## src/rf_port_pkg.sv

```systemverilog
// constants, enums and carrier structs for the modem host serial port
// assumes a single 25 MHz system clock shared by every user of the package
package rf_port_pkg;

    localparam int CLK_HZ = 25_000_000;
    localparam int BAUD_W = 16;
    localparam int DEF_BAUD = 9600;
    localparam logic [BAUD_W-1:0] BAUD_DIV_DEF = BAUD_W'(CLK_HZ / DEF_BAUD);
    localparam int DATA_BITS = 8;
    localparam int FRAME_BITS = DATA_BITS + 2;
    localparam logic START_BIT = 1'h0;
    localparam logic STOP_BIT = 1'h1;
    localparam logic LINE_IDLE = 1'h1;

    // typical figures at 9600 baud, 32-byte packets, sync setting zero
    localparam real CHAN_INIT_TIME_MS = 35.0;
    localparam real TRANSMIT_LOW_TIME_MS = 16.8;
    localparam real RECEIVE_HIGH_TIME_MS = 25.6;
    localparam int CHAN_INIT_CYC = int'(CHAN_INIT_TIME_MS * CLK_HZ / 1000.0);
    localparam int TRANSMIT_LOW_CYC =
        int'(TRANSMIT_LOW_TIME_MS * CLK_HZ / 1000.0);
    localparam int RECEIVE_HIGH_CYC =
        int'(RECEIVE_HIGH_TIME_MS * CLK_HZ / 1000.0);

    // reset line: least low pulse seen as reboot, and own drive length
    localparam real RESET_MIN_US = 90.0;
    localparam real RESET_DRIVE_US = 100.0;
    localparam int RESET_MIN_CYC = int'($ceil(RESET_MIN_US * CLK_HZ / 1.0e6));
    localparam int RESET_DRIVE_CYC =
        int'($ceil(RESET_DRIVE_US * CLK_HZ / 1.0e6));

    localparam int TIME_W = 20;
    localparam int LEVEL_W = 11;
    localparam int DI_DEPTH_DEF = 1000;
    localparam int CTS_OFF_FREE = 65;
    localparam int CTS_ON_GAP = 34;

    typedef enum logic {FLOW_OUT_CTS, FLOW_OUT_RS485} flow_out_mode_e;
    typedef enum logic [1:0] {
        FLOW_IN_IGNORE,
        FLOW_IN_RTS,
        FLOW_IN_CMD
    } flow_in_mode_e;
    typedef enum logic [1:0] {SEQ_IDLE, SEQ_INIT, SEQ_SEND} seq_e;
    typedef enum logic [1:0] {RX_IDLE, RX_START, RX_DATA, RX_STOP} rx_e;

    typedef struct packed {
        flow_out_mode_e flow_out_mode;
        flow_in_mode_e flow_in_pin_config;
        logic rx_ind_en;
        logic [BAUD_W-1:0] baud_div;
    } cfg_s;

    typedef struct packed {
        logic sleep;
        logic rx_active;
    } radio_s;

endpackage

```

## src/serial_rx.sv

```systemverilog
// serial receiver: 8-N-1 characters from the host line, centre sampled
// assumes baud_div_in is stable while a character is in flight
`timescale 1ns/100ps
module serial_rx #(
    parameter int BAUD_W = rf_port_pkg::BAUD_W
) (
    input wire logic sys_clk_in,
    input wire logic rst_n_in,
    input wire logic line_in,
    input wire logic [BAUD_W-1:0] baud_div_in,
    output logic [7:0] byte_out,
    output logic valid_out,
    output logic frame_err_out
);

    if (BAUD_W < 2) begin : g_bad_width
        $error("serial_rx: BAUD_W too small");
    end

    typedef struct packed {
        logic [1:0] sync;
        rf_port_pkg::rx_e state;
        logic [BAUD_W-1:0] cnt;
        logic [2:0] idx;
        logic [7:0] shift;
        logic [7:0] byte_o;
        logic valid_o;
        logic ferr_o;
    } rx_s;

    rx_s st_reg;
    rx_s st_next;

    always_comb begin
        st_next = st_reg;
        st_next.sync = {st_reg.sync[0], line_in};
        st_next.valid_o = 1'h0;
        st_next.ferr_o = 1'h0;
        case (st_reg.state)
            rf_port_pkg::RX_IDLE: begin
                // idle line is high, so a low level is a start edge
                if (!st_reg.sync[1]) begin
                    st_next.state = rf_port_pkg::RX_START;
                    st_next.cnt = baud_div_in >> 1;
                end
            end
            rf_port_pkg::RX_START: begin
                if (st_reg.cnt == '0) begin
                    // a start bit gone high at mid-bit was a glitch
                    if (!st_reg.sync[1]) begin
                        st_next.state = rf_port_pkg::RX_DATA;
                        st_next.cnt = baud_div_in - 1'h1;
                        st_next.idx = '0;
                    end else begin
                        st_next.state = rf_port_pkg::RX_IDLE;
                    end
                end else begin
                    st_next.cnt = st_reg.cnt - 1'h1;
                end
            end
            rf_port_pkg::RX_DATA: begin
                if (st_reg.cnt == '0) begin
                    // lsb arrives first, so shift in from the top
                    st_next.shift = {st_reg.sync[1], st_reg.shift[7:1]};
                    st_next.cnt = baud_div_in - 1'h1;
                    st_next.idx = st_reg.idx + 1'h1;
                    if (st_reg.idx == 3'(rf_port_pkg::DATA_BITS - 1)) begin
                        st_next.state = rf_port_pkg::RX_STOP;
                    end
                end else begin
                    st_next.cnt = st_reg.cnt - 1'h1;
                end
            end
            rf_port_pkg::RX_STOP: begin
                if (st_reg.cnt == '0) begin
                    st_next.state = rf_port_pkg::RX_IDLE;
                    if (st_reg.sync[1]) begin
                        st_next.byte_o = st_reg.shift;
                        st_next.valid_o = 1'h1;
                    end else begin
                        st_next.ferr_o = 1'h1;
                    end
                end else begin
                    st_next.cnt = st_reg.cnt - 1'h1;
                end
            end
            default: begin
                st_next.state = rf_port_pkg::RX_IDLE;
            end
        endcase
    end

    always_ff @(posedge sys_clk_in or negedge rst_n_in) begin
        if (!rst_n_in) begin
            st_reg <= '0;
            st_reg.sync <= 2'h3;
        end else begin
            st_reg <= st_next;
        end
    end

    assign byte_out = st_reg.byte_o;
    assign valid_out = st_reg.valid_o;
    assign frame_err_out = st_reg.ferr_o;
endmodule // serial_rx

```

## src/modem_serial_port.sv

```systemverilog
// host serial port of the radio modem: transmitter toward the host,
// receiver instance, flow pins, status pins and the open-drain reset line
// assumes the packet engine, the DI buffer and sleep control sit outside
`timescale 1ns/100ps

module modem_serial_port #(
    parameter int CHAN_INIT_CYC = rf_port_pkg::CHAN_INIT_CYC,
    parameter int TRANSMIT_LOW_CYC = rf_port_pkg::TRANSMIT_LOW_CYC,
    parameter int RECEIVE_HIGH_CYC = rf_port_pkg::RECEIVE_HIGH_CYC,
    parameter int DI_DEPTH = rf_port_pkg::DI_DEPTH_DEF
) (
    input wire logic sys_clk_in,
    input wire logic rst_n_in,
    input wire rf_port_pkg::cfg_s cfg_in,
    input wire rf_port_pkg::radio_s radio_in,
    input wire logic [rf_port_pkg::LEVEL_W-1:0] di_free_in,
    input wire logic serial_in_pin_in,
    input wire logic flow_in_pin_in,
    input wire logic reset_line_in,
    input wire logic [7:0] tx_data_in,
    input wire logic tx_valid_in,
    output logic tx_ready_out,
    output logic [7:0] rx_data_out,
    output logic rx_valid_out,
    output logic rx_frame_err_out,
    output logic serial_out_pin_out,
    output logic flow_out_pin_out,
    output logic on_sleep_out,
    output logic tx_pwr_out,
    output logic receive_indicator_out,
    output logic cmd_select_out,
    output logic packet_send_out,
    output logic reboot_out,
    output logic reset_line_out,
    output logic reset_line_oe_out
);

    localparam int TW = rf_port_pkg::TIME_W;
    localparam int LW = rf_port_pkg::LEVEL_W;
    localparam int FB = rf_port_pkg::FRAME_BITS;

    if (CHAN_INIT_CYC < 1 || CHAN_INIT_CYC >= 2 ** TW
        || TRANSMIT_LOW_CYC < 1 || TRANSMIT_LOW_CYC >= 2 ** TW
        || RECEIVE_HIGH_CYC < 1 || RECEIVE_HIGH_CYC >= 2 ** TW
        || DI_DEPTH <= rf_port_pkg::CTS_OFF_FREE + rf_port_pkg::CTS_ON_GAP
        || DI_DEPTH >= 2 ** LW) begin : g_bad_param
        $error("modem_serial_port: parameter out of range");
    end

    typedef struct packed {
        logic [1:0] rts_s;
        logic [1:0] rst_s;
        logic tx_busy;
        logic [FB-1:0] tx_shift;
        logic [3:0] tx_bits;
        logic [rf_port_pkg::BAUD_W-1:0] tx_cnt;
        logic tx_ready;
        logic ser_o;
        logic cts_off;
        logic flow_o;
        logic cmd_o;
        rf_port_pkg::seq_e seq;
        logic [TW-1:0] seq_cnt;
        logic send_o;
        logic on_o;
        logic txpwr_o;
        logic rx_act_d;
        logic [TW-1:0] rxi_cnt;
        logic rxi_o;
        logic [TW-1:0] rl_cnt;
        logic rl_armed;
        logic [TW-1:0] drv_cnt;
        logic drv_o;
        logic reboot_o;
    } top_s;

    top_s st_reg;
    top_s st_next;

    serial_rx #(
        .BAUD_W(rf_port_pkg::BAUD_W)
    ) u_rx (
        .sys_clk_in(sys_clk_in),
        .rst_n_in(rst_n_in),
        .line_in(serial_in_pin_in),
        .baud_div_in(cfg_in.baud_div),
        .byte_out(rx_data_out),
        .valid_out(rx_valid_out),
        .frame_err_out(rx_frame_err_out)
    );

    always_comb begin
        logic rts_ok;
        logic pending;
        // request-to-send is active low; other modes never hold output
        rts_ok = (cfg_in.flow_in_pin_config != rf_port_pkg::FLOW_IN_RTS)
            || !st_reg.rts_s[1];
        pending = di_free_in < LW'(DI_DEPTH);
        st_next = st_reg;
        st_next.rts_s = {st_reg.rts_s[0], flow_in_pin_in};
        st_next.rst_s = {st_reg.rst_s[0], reset_line_in};
        st_next.reboot_o = 1'h0;

        if (st_reg.tx_busy) begin
            if (st_reg.tx_cnt == '0) begin
                st_next.tx_cnt = cfg_in.baud_div - 1'h1;
                st_next.tx_shift = {rf_port_pkg::LINE_IDLE,
                    st_reg.tx_shift[FB-1:1]};
                st_next.tx_bits = st_reg.tx_bits - 1'h1;
                if (st_reg.tx_bits == 4'h1) begin
                    st_next.tx_busy = 1'h0;
                end
            end else begin
                st_next.tx_cnt = st_reg.tx_cnt - 1'h1;
            end
        end else if (st_reg.tx_ready && tx_valid_in) begin
            st_next.tx_busy = 1'h1;
            st_next.tx_shift = {rf_port_pkg::STOP_BIT, tx_data_in,
                rf_port_pkg::START_BIT};
            st_next.tx_bits = 4'(FB);
            st_next.tx_cnt = cfg_in.baud_div - 1'h1;
        end
        st_next.ser_o = st_next.tx_busy ? st_next.tx_shift[0]
            : rf_port_pkg::LINE_IDLE;
        st_next.tx_ready = !st_next.tx_busy && rts_ok;

        // hysteresis keeps the pin from chattering near the threshold
        if (di_free_in <= LW'(rf_port_pkg::CTS_OFF_FREE)) begin
            st_next.cts_off = 1'h1;
        end else if (di_free_in >= LW'(rf_port_pkg::CTS_OFF_FREE
            + rf_port_pkg::CTS_ON_GAP)) begin
            st_next.cts_off = 1'h0;
        end
        if (cfg_in.flow_out_mode == rf_port_pkg::FLOW_OUT_RS485) begin
            st_next.flow_o = st_next.tx_busy;
        end else begin
            st_next.flow_o = st_next.cts_off;
        end
        st_next.cmd_o = (cfg_in.flow_in_pin_config
            == rf_port_pkg::FLOW_IN_CMD) && st_reg.rts_s[1];

        case (st_reg.seq)
            rf_port_pkg::SEQ_IDLE: begin
                if (pending && !radio_in.rx_active) begin
                    st_next.seq = rf_port_pkg::SEQ_INIT;
                    st_next.seq_cnt = TW'(CHAN_INIT_CYC - 1);
                end
            end
            rf_port_pkg::SEQ_INIT: begin
                if (st_reg.seq_cnt == '0) begin
                    st_next.seq = rf_port_pkg::SEQ_SEND;
                    st_next.seq_cnt = TW'(TRANSMIT_LOW_CYC - 1);
                end else begin
                    st_next.seq_cnt = st_reg.seq_cnt - 1'h1;
                end
            end
            rf_port_pkg::SEQ_SEND: begin
                // follow-on packets go out without a new initializer
                if (st_reg.seq_cnt != '0) begin
                    st_next.seq_cnt = st_reg.seq_cnt - 1'h1;
                end else if (pending && !radio_in.rx_active) begin
                    st_next.seq_cnt = TW'(TRANSMIT_LOW_CYC - 1);
                end else begin
                    st_next.seq = rf_port_pkg::SEQ_IDLE;
                end
            end
            default: begin
                st_next.seq = rf_port_pkg::SEQ_IDLE;
            end
        endcase
        st_next.send_o = st_next.seq == rf_port_pkg::SEQ_SEND;
        st_next.on_o = !radio_in.sleep;
        st_next.txpwr_o = !radio_in.sleep && !st_next.send_o;

        st_next.rx_act_d = radio_in.rx_active;
        if (radio_in.rx_active && !st_reg.rx_act_d) begin
            st_next.rxi_cnt = TW'(RECEIVE_HIGH_CYC - 1);
        end else if (st_reg.rxi_cnt != '0) begin
            st_next.rxi_cnt = st_reg.rxi_cnt - 1'h1;
        end
        st_next.rxi_o = cfg_in.rx_ind_en && (radio_in.rx_active
            || st_next.rxi_cnt != '0);

        // own drive is blanked so it cannot retrigger a reboot
        if (st_reg.drv_cnt != '0) begin
            st_next.drv_cnt = st_reg.drv_cnt - 1'h1;
            st_next.rl_cnt = '0;
            st_next.rl_armed = 1'h0;
        end else if (st_reg.rst_s[1]) begin
            st_next.rl_cnt = '0;
            st_next.rl_armed = 1'h1;
        end else if (st_reg.rl_armed) begin
            if (st_reg.rl_cnt == TW'(rf_port_pkg::RESET_MIN_CYC - 1)) begin
                st_next.reboot_o = 1'h1;
                st_next.drv_cnt = TW'(rf_port_pkg::RESET_DRIVE_CYC);
                st_next.rl_armed = 1'h0;
            end else begin
                st_next.rl_cnt = st_reg.rl_cnt + 1'h1;
            end
        end
        st_next.drv_o = st_next.drv_cnt != '0;
    end

    always_ff @(posedge sys_clk_in or negedge rst_n_in) begin
        if (!rst_n_in) begin
            st_reg <= '0;
            st_reg.rts_s <= 2'h3;
            st_reg.rst_s <= 2'h3;
            st_reg.ser_o <= rf_port_pkg::LINE_IDLE;
            st_reg.flow_o <= 1'h1;
            // power-up drive of the reset line
            st_reg.drv_cnt <= TW'(rf_port_pkg::RESET_DRIVE_CYC);
            st_reg.drv_o <= 1'h1;
        end else begin
            st_reg <= st_next;
        end
    end

    assign tx_ready_out = st_reg.tx_ready;
    assign serial_out_pin_out = st_reg.ser_o;
    assign flow_out_pin_out = st_reg.flow_o;
    assign on_sleep_out = st_reg.on_o;
    assign tx_pwr_out = st_reg.txpwr_o;
    assign receive_indicator_out = st_reg.rxi_o;
    assign cmd_select_out = st_reg.cmd_o;
    assign packet_send_out = st_reg.send_o;
    assign reboot_out = st_reg.reboot_o;
    // open drain: the line is only ever pulled low
    assign reset_line_out = 1'h0;
    assign reset_line_oe_out = st_reg.drv_o;
endmodule // modem_serial_port

```

## config.mk

```make
export PLATFORM = sky130hd
export DESIGN_NAME = modem_serial_port
export DESIGN_NICKNAME = d
export VERILOG_FILES = /design/src/rf_port_pkg.sv /design/src/serial_rx.sv /design/src/modem_serial_port.sv
export SDC_FILE = /design/constraint.sdc
export NUM_CORES = 1
export LEC_CHECK = 0
export BUFFER_PORTS_ARGS = -buffer_cell sky130_fd_sc_hd__buf_2
export CORE_MARGIN = 1.5
export CORE_UTILIZATION = 35
export DETAILED_ROUTE_END_ITERATION = 6
export GPL_ROUTABILITY_DRIVEN = 0
export GPL_TIMING_DRIVEN = 0
export PLACE_DENSITY = 0.5
export SYNTH_ARGS = -nofsm -noshare
export SYNTH_HDL_FRONTEND = slang
export SYNTH_HIERARCHICAL = 1
export SYNTH_SLANG_ARGS = --single-unit
```

## constraint.sdc

```tcl
create_clock -name sys_clk_in -period 3.2 [get_ports sys_clk_in]
set_input_delay 0 -clock sys_clk_in [delete_from_list [all_inputs] [get_ports sys_clk_in]]
set_output_delay 0 -clock sys_clk_in [all_outputs]
set_load 0.03 [all_outputs]
```

==> run metrics, run 1 <==
register area share after synthesis 42.4%; Max clock buf depth 2; Hold/Removal Path Class input pin to register; sw power 0.00209 W; hpwl dp 19.3 mm; Worst R2R Start st_reg[54]; hold wc startpoint cfg_in[3]; Yosys warnings 6; design area 12,100 um^2; run status finished clean; Final Core Density 42.3%; Worst Hold Depth 2; CP max stage delay 0.65 ns; Post-DRT Antenna Nets 0; vias in the first global route 8,642; number of I/O port buffers 66; Most used DFF post-synth dfrtp_1; Final Max Tran Viols 0; share of layout cells above drive strength 1 15.5%; via total after detailed routing 9,099; Core ar. 28,500 um^2; Syn Area/Cell 8.80 um^2; CTS H-tree depth 4; initial antenna violation count 0; post-synth top area cell dfrtp_1; global-route wire length before repair 45.2 mm; crit-path max FO 8; Die ar. 29,900 um^2; Post-Place Cell Area 11,000 um^2; most common cell after layout, fill and taps aside nand2_1; sequential share of power 43.2%; R2R setup slack 0.16 ns; clk sinks 171; synth-to-layout area growth 19.3%; initial core utilization 35.5%; Worst-path clk slew 0.06 ns; Via-to-Cell Ratio 5.46; TritonCTS clock tree done; clock latency on the worst-skew pair 0.44 ns; Die X 173 um; synthesized area 10,100 um^2; Hold Crit Endpoint u_rx/st_reg[23]; post-route clock period utilization 95.2%; first-pass iteration count of the detailed router 5; endpoints failing hold 0; Logic pwr share 21.8%; Worst Reg-to-Reg Cells 7; CP Launch Type register; die height 173 um; Routed WL per cell 16.5 um; most frequent cells in the layout nand2_1 (161), dfrtp_1 (157), nor2_1 (107), a21oi_1 (71), buf_2 (69); CP bufs+invs 1; switch share 31.7%; nets 1,335; clk_skew 0.0139 ns; # DRC 0; Iteration-0 DRC Markers 681; CTS Buf Count 17; worst slew pin tran 0.881 ns; largest net degree at the start of global routing 97; DRT Wirelength 27.5 mm; VDD IR max 346 uV; f_max 0.328 GHz; max reg flops 118; Yosys reg bits 171; slowest stage cell, crit path or4_1; Rows 62; Design Power 0.00659 W; number of max-cap violations 0; Reg-to-Reg End receive_indicator_out; cell count after synthesis 1,150; Crit path depth 7; GRT Overall Usage 18.5%; Tmin final 3.04 ns; kind of critical path register to register; Ports 68; Ant. Diodes 0; Setup crit end kind register; clk root buf clkbuf_16; critical path required time 3.50 ns; Filler cells 2,945; PwrDens 545 nW/um^2; unique cell type count in the Yosys netlist 82; number of flops mapped to enable cells by yosys 0; clock network power share 34.9%; critical path's top delay family simple AND/OR/NAND/NOR gates; Async SR Flop Fraction 100%; crit path launch st_reg[54]; post-synth top area share 38.8%; leakage power 5.24 nW; Synth area leaders dfrtp_1 (39%), nand2_1 (6.0%), nor2_1 (4.0%); worst path cell trace or4_1, or4_4, buf_6, o31ai_1, a21oi_1, a211o_1, o41a_1; Final Setup Violations 0; internal power 0.00450 W; global route overflow 0; Arrival @ worst endpoint 3.35 ns; Post-Syn Nets 1,216; Rel. slew slack 40.9%
## power by group through the flow
stage | Sequential, W | Clock [W] | Combinational, W
2_1_floorplan | 0.00280 | 0 | 0.000992
4_1_cts | 0.00284 | 0.00237 | 0.00142
6_report | 0.00285 | 0.00230 | 0.00144
5_1_grt | 0.00290 | 0.00246 | 0.00163
3_5_place_dp | 0.00288 | 0 | 0.00138
3_3_place_gp | 0.00288 | 0 | 0.00136
## per-stage QoR
| stage | setup WS, ns | TNS (ns) | cells | hold slack (ns) |
|---|---|---|---|---|
| 2_1_floorplan | 0.407 | 0 | 1150 | -0.296 |
| 3_3_place_gp | -0.849 | -137.95 | 1600 | 0.105 |
| 3_5_place_dp | -0.255 | -7.18 | 1601 | 0.0187 |
| 4_1_cts | -0.132 | -1.34 | 1661 | 0.0179 |
| 5_1_grt | -0.0254 | -0.0254 | 1666 | 0.0465 |
| 6_report | 0.155 | 0 | 1666 | 0.0562 |
## layer usage
metal | track usage [%] | vias up | part of all wire (%)
met5 | 0 | - | 0
met4 | 4.49 | 0 | 1.2
met1 | 26.0 | 4434 | 48
li1 | - | 4476 | -
met3 | 3.52 | 22 | 3.8
met2 | 29.5 | 167 | 47
## synthesized netlist by cell type, types with 14 or more instances
cell type,n
a221o_1,18
o21ai_0,46
ha_1,19
and3_1,22
nand3_1,33
dfstp_2,14
nor3_1,50
or4_1,21
clkbuf_1,32
a21oi_1,72
dfrtp_1,157
inv_1,41
or2_2,14
nand2_1,162
nor2_1,108
xor2_1,26
xnor2_1,24
nor4_1,29
or3_1,21
## worst max path at each step
| stage | slack [ns] | endpoint |
|---|---|---|
| global placement | -0.85 | st_reg[81] |
| CTS | -0.13 | st_reg[117] |
| floorplan | 0.41 | receive_indicator_out |
| finish | 0.16 | receive_indicator_out |
| global route | -0.03 | receive_indicator_out |
| detailed placement | -0.26 | st_reg[28] |
## layout make-up
| class | count | area [um^2] | share of cell area (%) |
|---|---|---|---|
| multi-input cells | 890 | 5570 | 46.1 |
| well taps | 384 | 480 | 3.98 |
| repair buffers | 103 | 708 | 5.86 |
| inverters | 42 | 158 | 1.31 |
| clock buffers | 21 | 450 | 3.73 |
| plain buffers | 44 | 224 | 1.85 |
| flip-flops and latches | 171 | 4300 | 35.6 |
| clock inverters | 11 | 194 | 1.61 |
## cell families (layout without fill, tap and decap cells)
group,after synthesis,in the layout,synth area share [%]
buffers and inverters,89,221,3.83
other,1,1,0.0370
AOI/OAI and AO/OA,271,271,18.3
and+or+nand+nor,538,538,27.5
muxes,10,10,1.06
xor gates and xnor gates,50,50,4.33
adders and majority gates,20,20,2.46
DFF,171,171,42.4
## repair_timing
item,in CTS,in global routing
pin swaps,0,6
resized for setup,10,19
hold buffers,28,0
setup buffers,0,8
endpoints found under the hold margin,103,0
setup endpoints to repair,47,61
## worst register-to-register path, cell delays in order (launching register included)
cell	delay, ns
dfrtp_1	0.44
or4_1	0.65
or4_4	0.55
buf_6	0.15
o31ai_1	0.23
a21oi_1	0.14
a211o_1	0.33
o41a_1	0.43
Note: power is estimated with default switching activity, not from simulation.
==> run 2: changes to the inputs <==
--- a/config.mk
+++ b/config.mk
@@ -13,3 +13,3 @@
 export GPL_TIMING_DRIVEN = 0
-export PLACE_DENSITY = 0.5
+export PLACE_DENSITY_LB_ADDON = 0.05
 export SYNTH_ARGS = -nofsm -noshare
--- a/constraint.sdc
+++ b/constraint.sdc
@@ -3,2 +3,2 @@
 set_output_delay 0 -clock sys_clk_in [all_outputs]
-set_load 0.03 [all_outputs]
+set_load 0.005 [all_outputs]
==> run metrics, run 2 (same netlist as run 1, synthesis figures left out) <==
placed cells 1,601; Worst R2R Start st_reg[47]; Reg-to-Reg End receive_indicator_out; leakage power 5.25 nW; Ant. Diodes 0; first-pass iteration count of the detailed router 5; CTS Buf Count 17; Worst Reg-to-Reg Cells 8; run status finished clean; Worst-path clk slew 0.07 ns; clk sinks 171; global-route wire length before repair 44.7 mm; clock latency on the worst-skew pair 0.43 ns; most frequent cells in the layout nand2_1 (161), dfrtp_1 (157), nor2_1 (107), a21oi_1 (71), buf_2 (70); hpwl dp 18.8 mm; clk_skew 0.00970 ns; largest net degree at the start of global routing 106; sw power 0.00213 W; VDD IR max 372 uV; share of layout cells above drive strength 1 15.7%; Iteration-0 DRC Markers 546; f_max 0.330 GHz; sequential share of power 43.6%; most common cell after layout, fill and taps aside nand2_1; max reg flops 118; Die ar. 29,900 um^2; R2R setup slack 0.17 ns; Sum Neg Setup Slack 0 ns; CP Launch Type register; # DRC 0; switch share 32.7%; Arrival @ worst endpoint 3.35 ns; number of I/O port buffers 66; kind of critical path register to register; Post-Place Cell Area 11,000 um^2; Rel. slew slack 45.6%; design area 12,100 um^2; clk root buf clkbuf_16; number of max-cap violations 0; Hold/Removal Path Class input pin to register; PwrDens 540 nW/um^2; Ports 68; crit-path max FO 8; initial antenna violation count 0; Filler cells 2,901; Routed WL per cell 16.1 um; crit path launch st_reg[47]; internal power 0.00439 W; CTS H-tree depth 4; Final Max Tran Viols 0; GRT Overall Usage 18.2%; Max clock buf depth 2; die height 173 um; endpoints failing hold 0; nets 1,338; Setup crit end kind register; Core ar. 28,500 um^2; RSZ-0062 raised after global routing true; Logic pwr share 21.6%; Post-DRT Antenna Nets 0; synth-to-layout area growth 19.3%; DRT Wirelength 26.9 mm; Setup crit end receive_indicator_out; worst slew pin tran 0.809 ns; critical path required time 3.52 ns; Final Setup Violations 0; Rows 62; Via-to-Cell Ratio 5.46; global route overflow 0; post-route clock period utilization 94.7%; vias in the first global route 8,695; clock network power share 34.8%; Tmin final 3.03 ns; Non-Filler Instances 1,669; via total after detailed routing 9,105; initial core utilization 35.5%; TritonCTS clock tree done; Die X 173 um
## run 2: cell count changes in the layout (fill, tap and decap cells not counted), moves of 2 or more
| cell | delta |
|---|---|
| clkinvlp_4 | -4 |
| clkinv_4 | +2 |
| bufinv_16 | -2 |
| inv_8 | +3 |
| inv_6 | +3 |
## run 2: stage by stage
stage | utilization [%] | power, W | hold slack (ns) | setup WS (ns)
after floorplan | - | 0.00377 | -0.296 | 0.407
after global placement | 38.3 | 0.00422 | 0.107 | -0.880
after detailed placement | 38.4 | 0.00423 | -0.0106 | -0.230
after CTS | 41.8 | 0.00660 | 0.00221 | 0.0158
after global routing | 42.3 | 0.00693 | 0.0184 | -0.0591
final | 42.3 | 0.00652 | 0.0330 | 0.169
## run 2: layer usage
layer,track usage [%],part of all wire [%],wire [um]
met2,29.6,46,12500
met3,3.28,3.8,1020
met5,0,0,0
met4,4.09,1.1,294
met1,25.3,49,13200
## run 2: worst max-delay path, stage by stage (launching register included)
cell and delay [ns]:
dfrtp_1 0.45, or4_1 0.53, buf_2 0.18, or4_4 0.49
buf_6 0.16, nor3_4 0.38, nand2_2 0.07, a211o_1 0.27
o41a_1 0.40
## run 2: cell type report
cell class	instances	area [um^2]	area share, %
tap	384	480	3.98
clock inverter	13	181	1.50
buffer	47	236	1.96
clock buffer	19	453	3.75
sequential	171	4300	35.6
multi-input combinational	890	5560	46.0
timing repair buffer	103	708	5.87
inverter	42	158	1.31
## run 2: what timing repair did
item                                   in CTS  in global routing
endpoints found under the hold margin      94                  0
setup endpoints to repair                  46                 53
pin swaps                                   0                  5
hold buffers                               28                  0
setup buffers                               0                  8
gates resized for setup                    10                 20
## run 2: worst min-delay path by stage
stage	startpoint	to	slack (ns)	depth (start not counted)
after floorplan	rst_n_in	cmd_select_out	-0.30	0
after detailed placement	rst_n_in	u_rx/st_reg[30]	-0.01	1
after global placement	reset_line_in	st_next[127]	0.11	1
final	cfg_in[3]	u_rx/st_reg[23]	0.03	2
after CTS	cfg_in[3]	u_rx/st_reg[23]	0.002	2
after global routing	cfg_in[3]	u_rx/st_reg[23]	0.02	2
## run 2: power groups by stage
stage / sequential (W) / clock [W] / combinational [W]
detailed placement: 0.00287 / 0 / 0.00136
global route: 0.00290 / 0.00244 / 0.00159
CTS: 0.00284 / 0.00235 / 0.00141
finish: 0.00284 / 0.00227 / 0.00141
global placement: 0.00288 / 0 / 0.00134
floorplan: 0.00278 / 0 / 0.000991
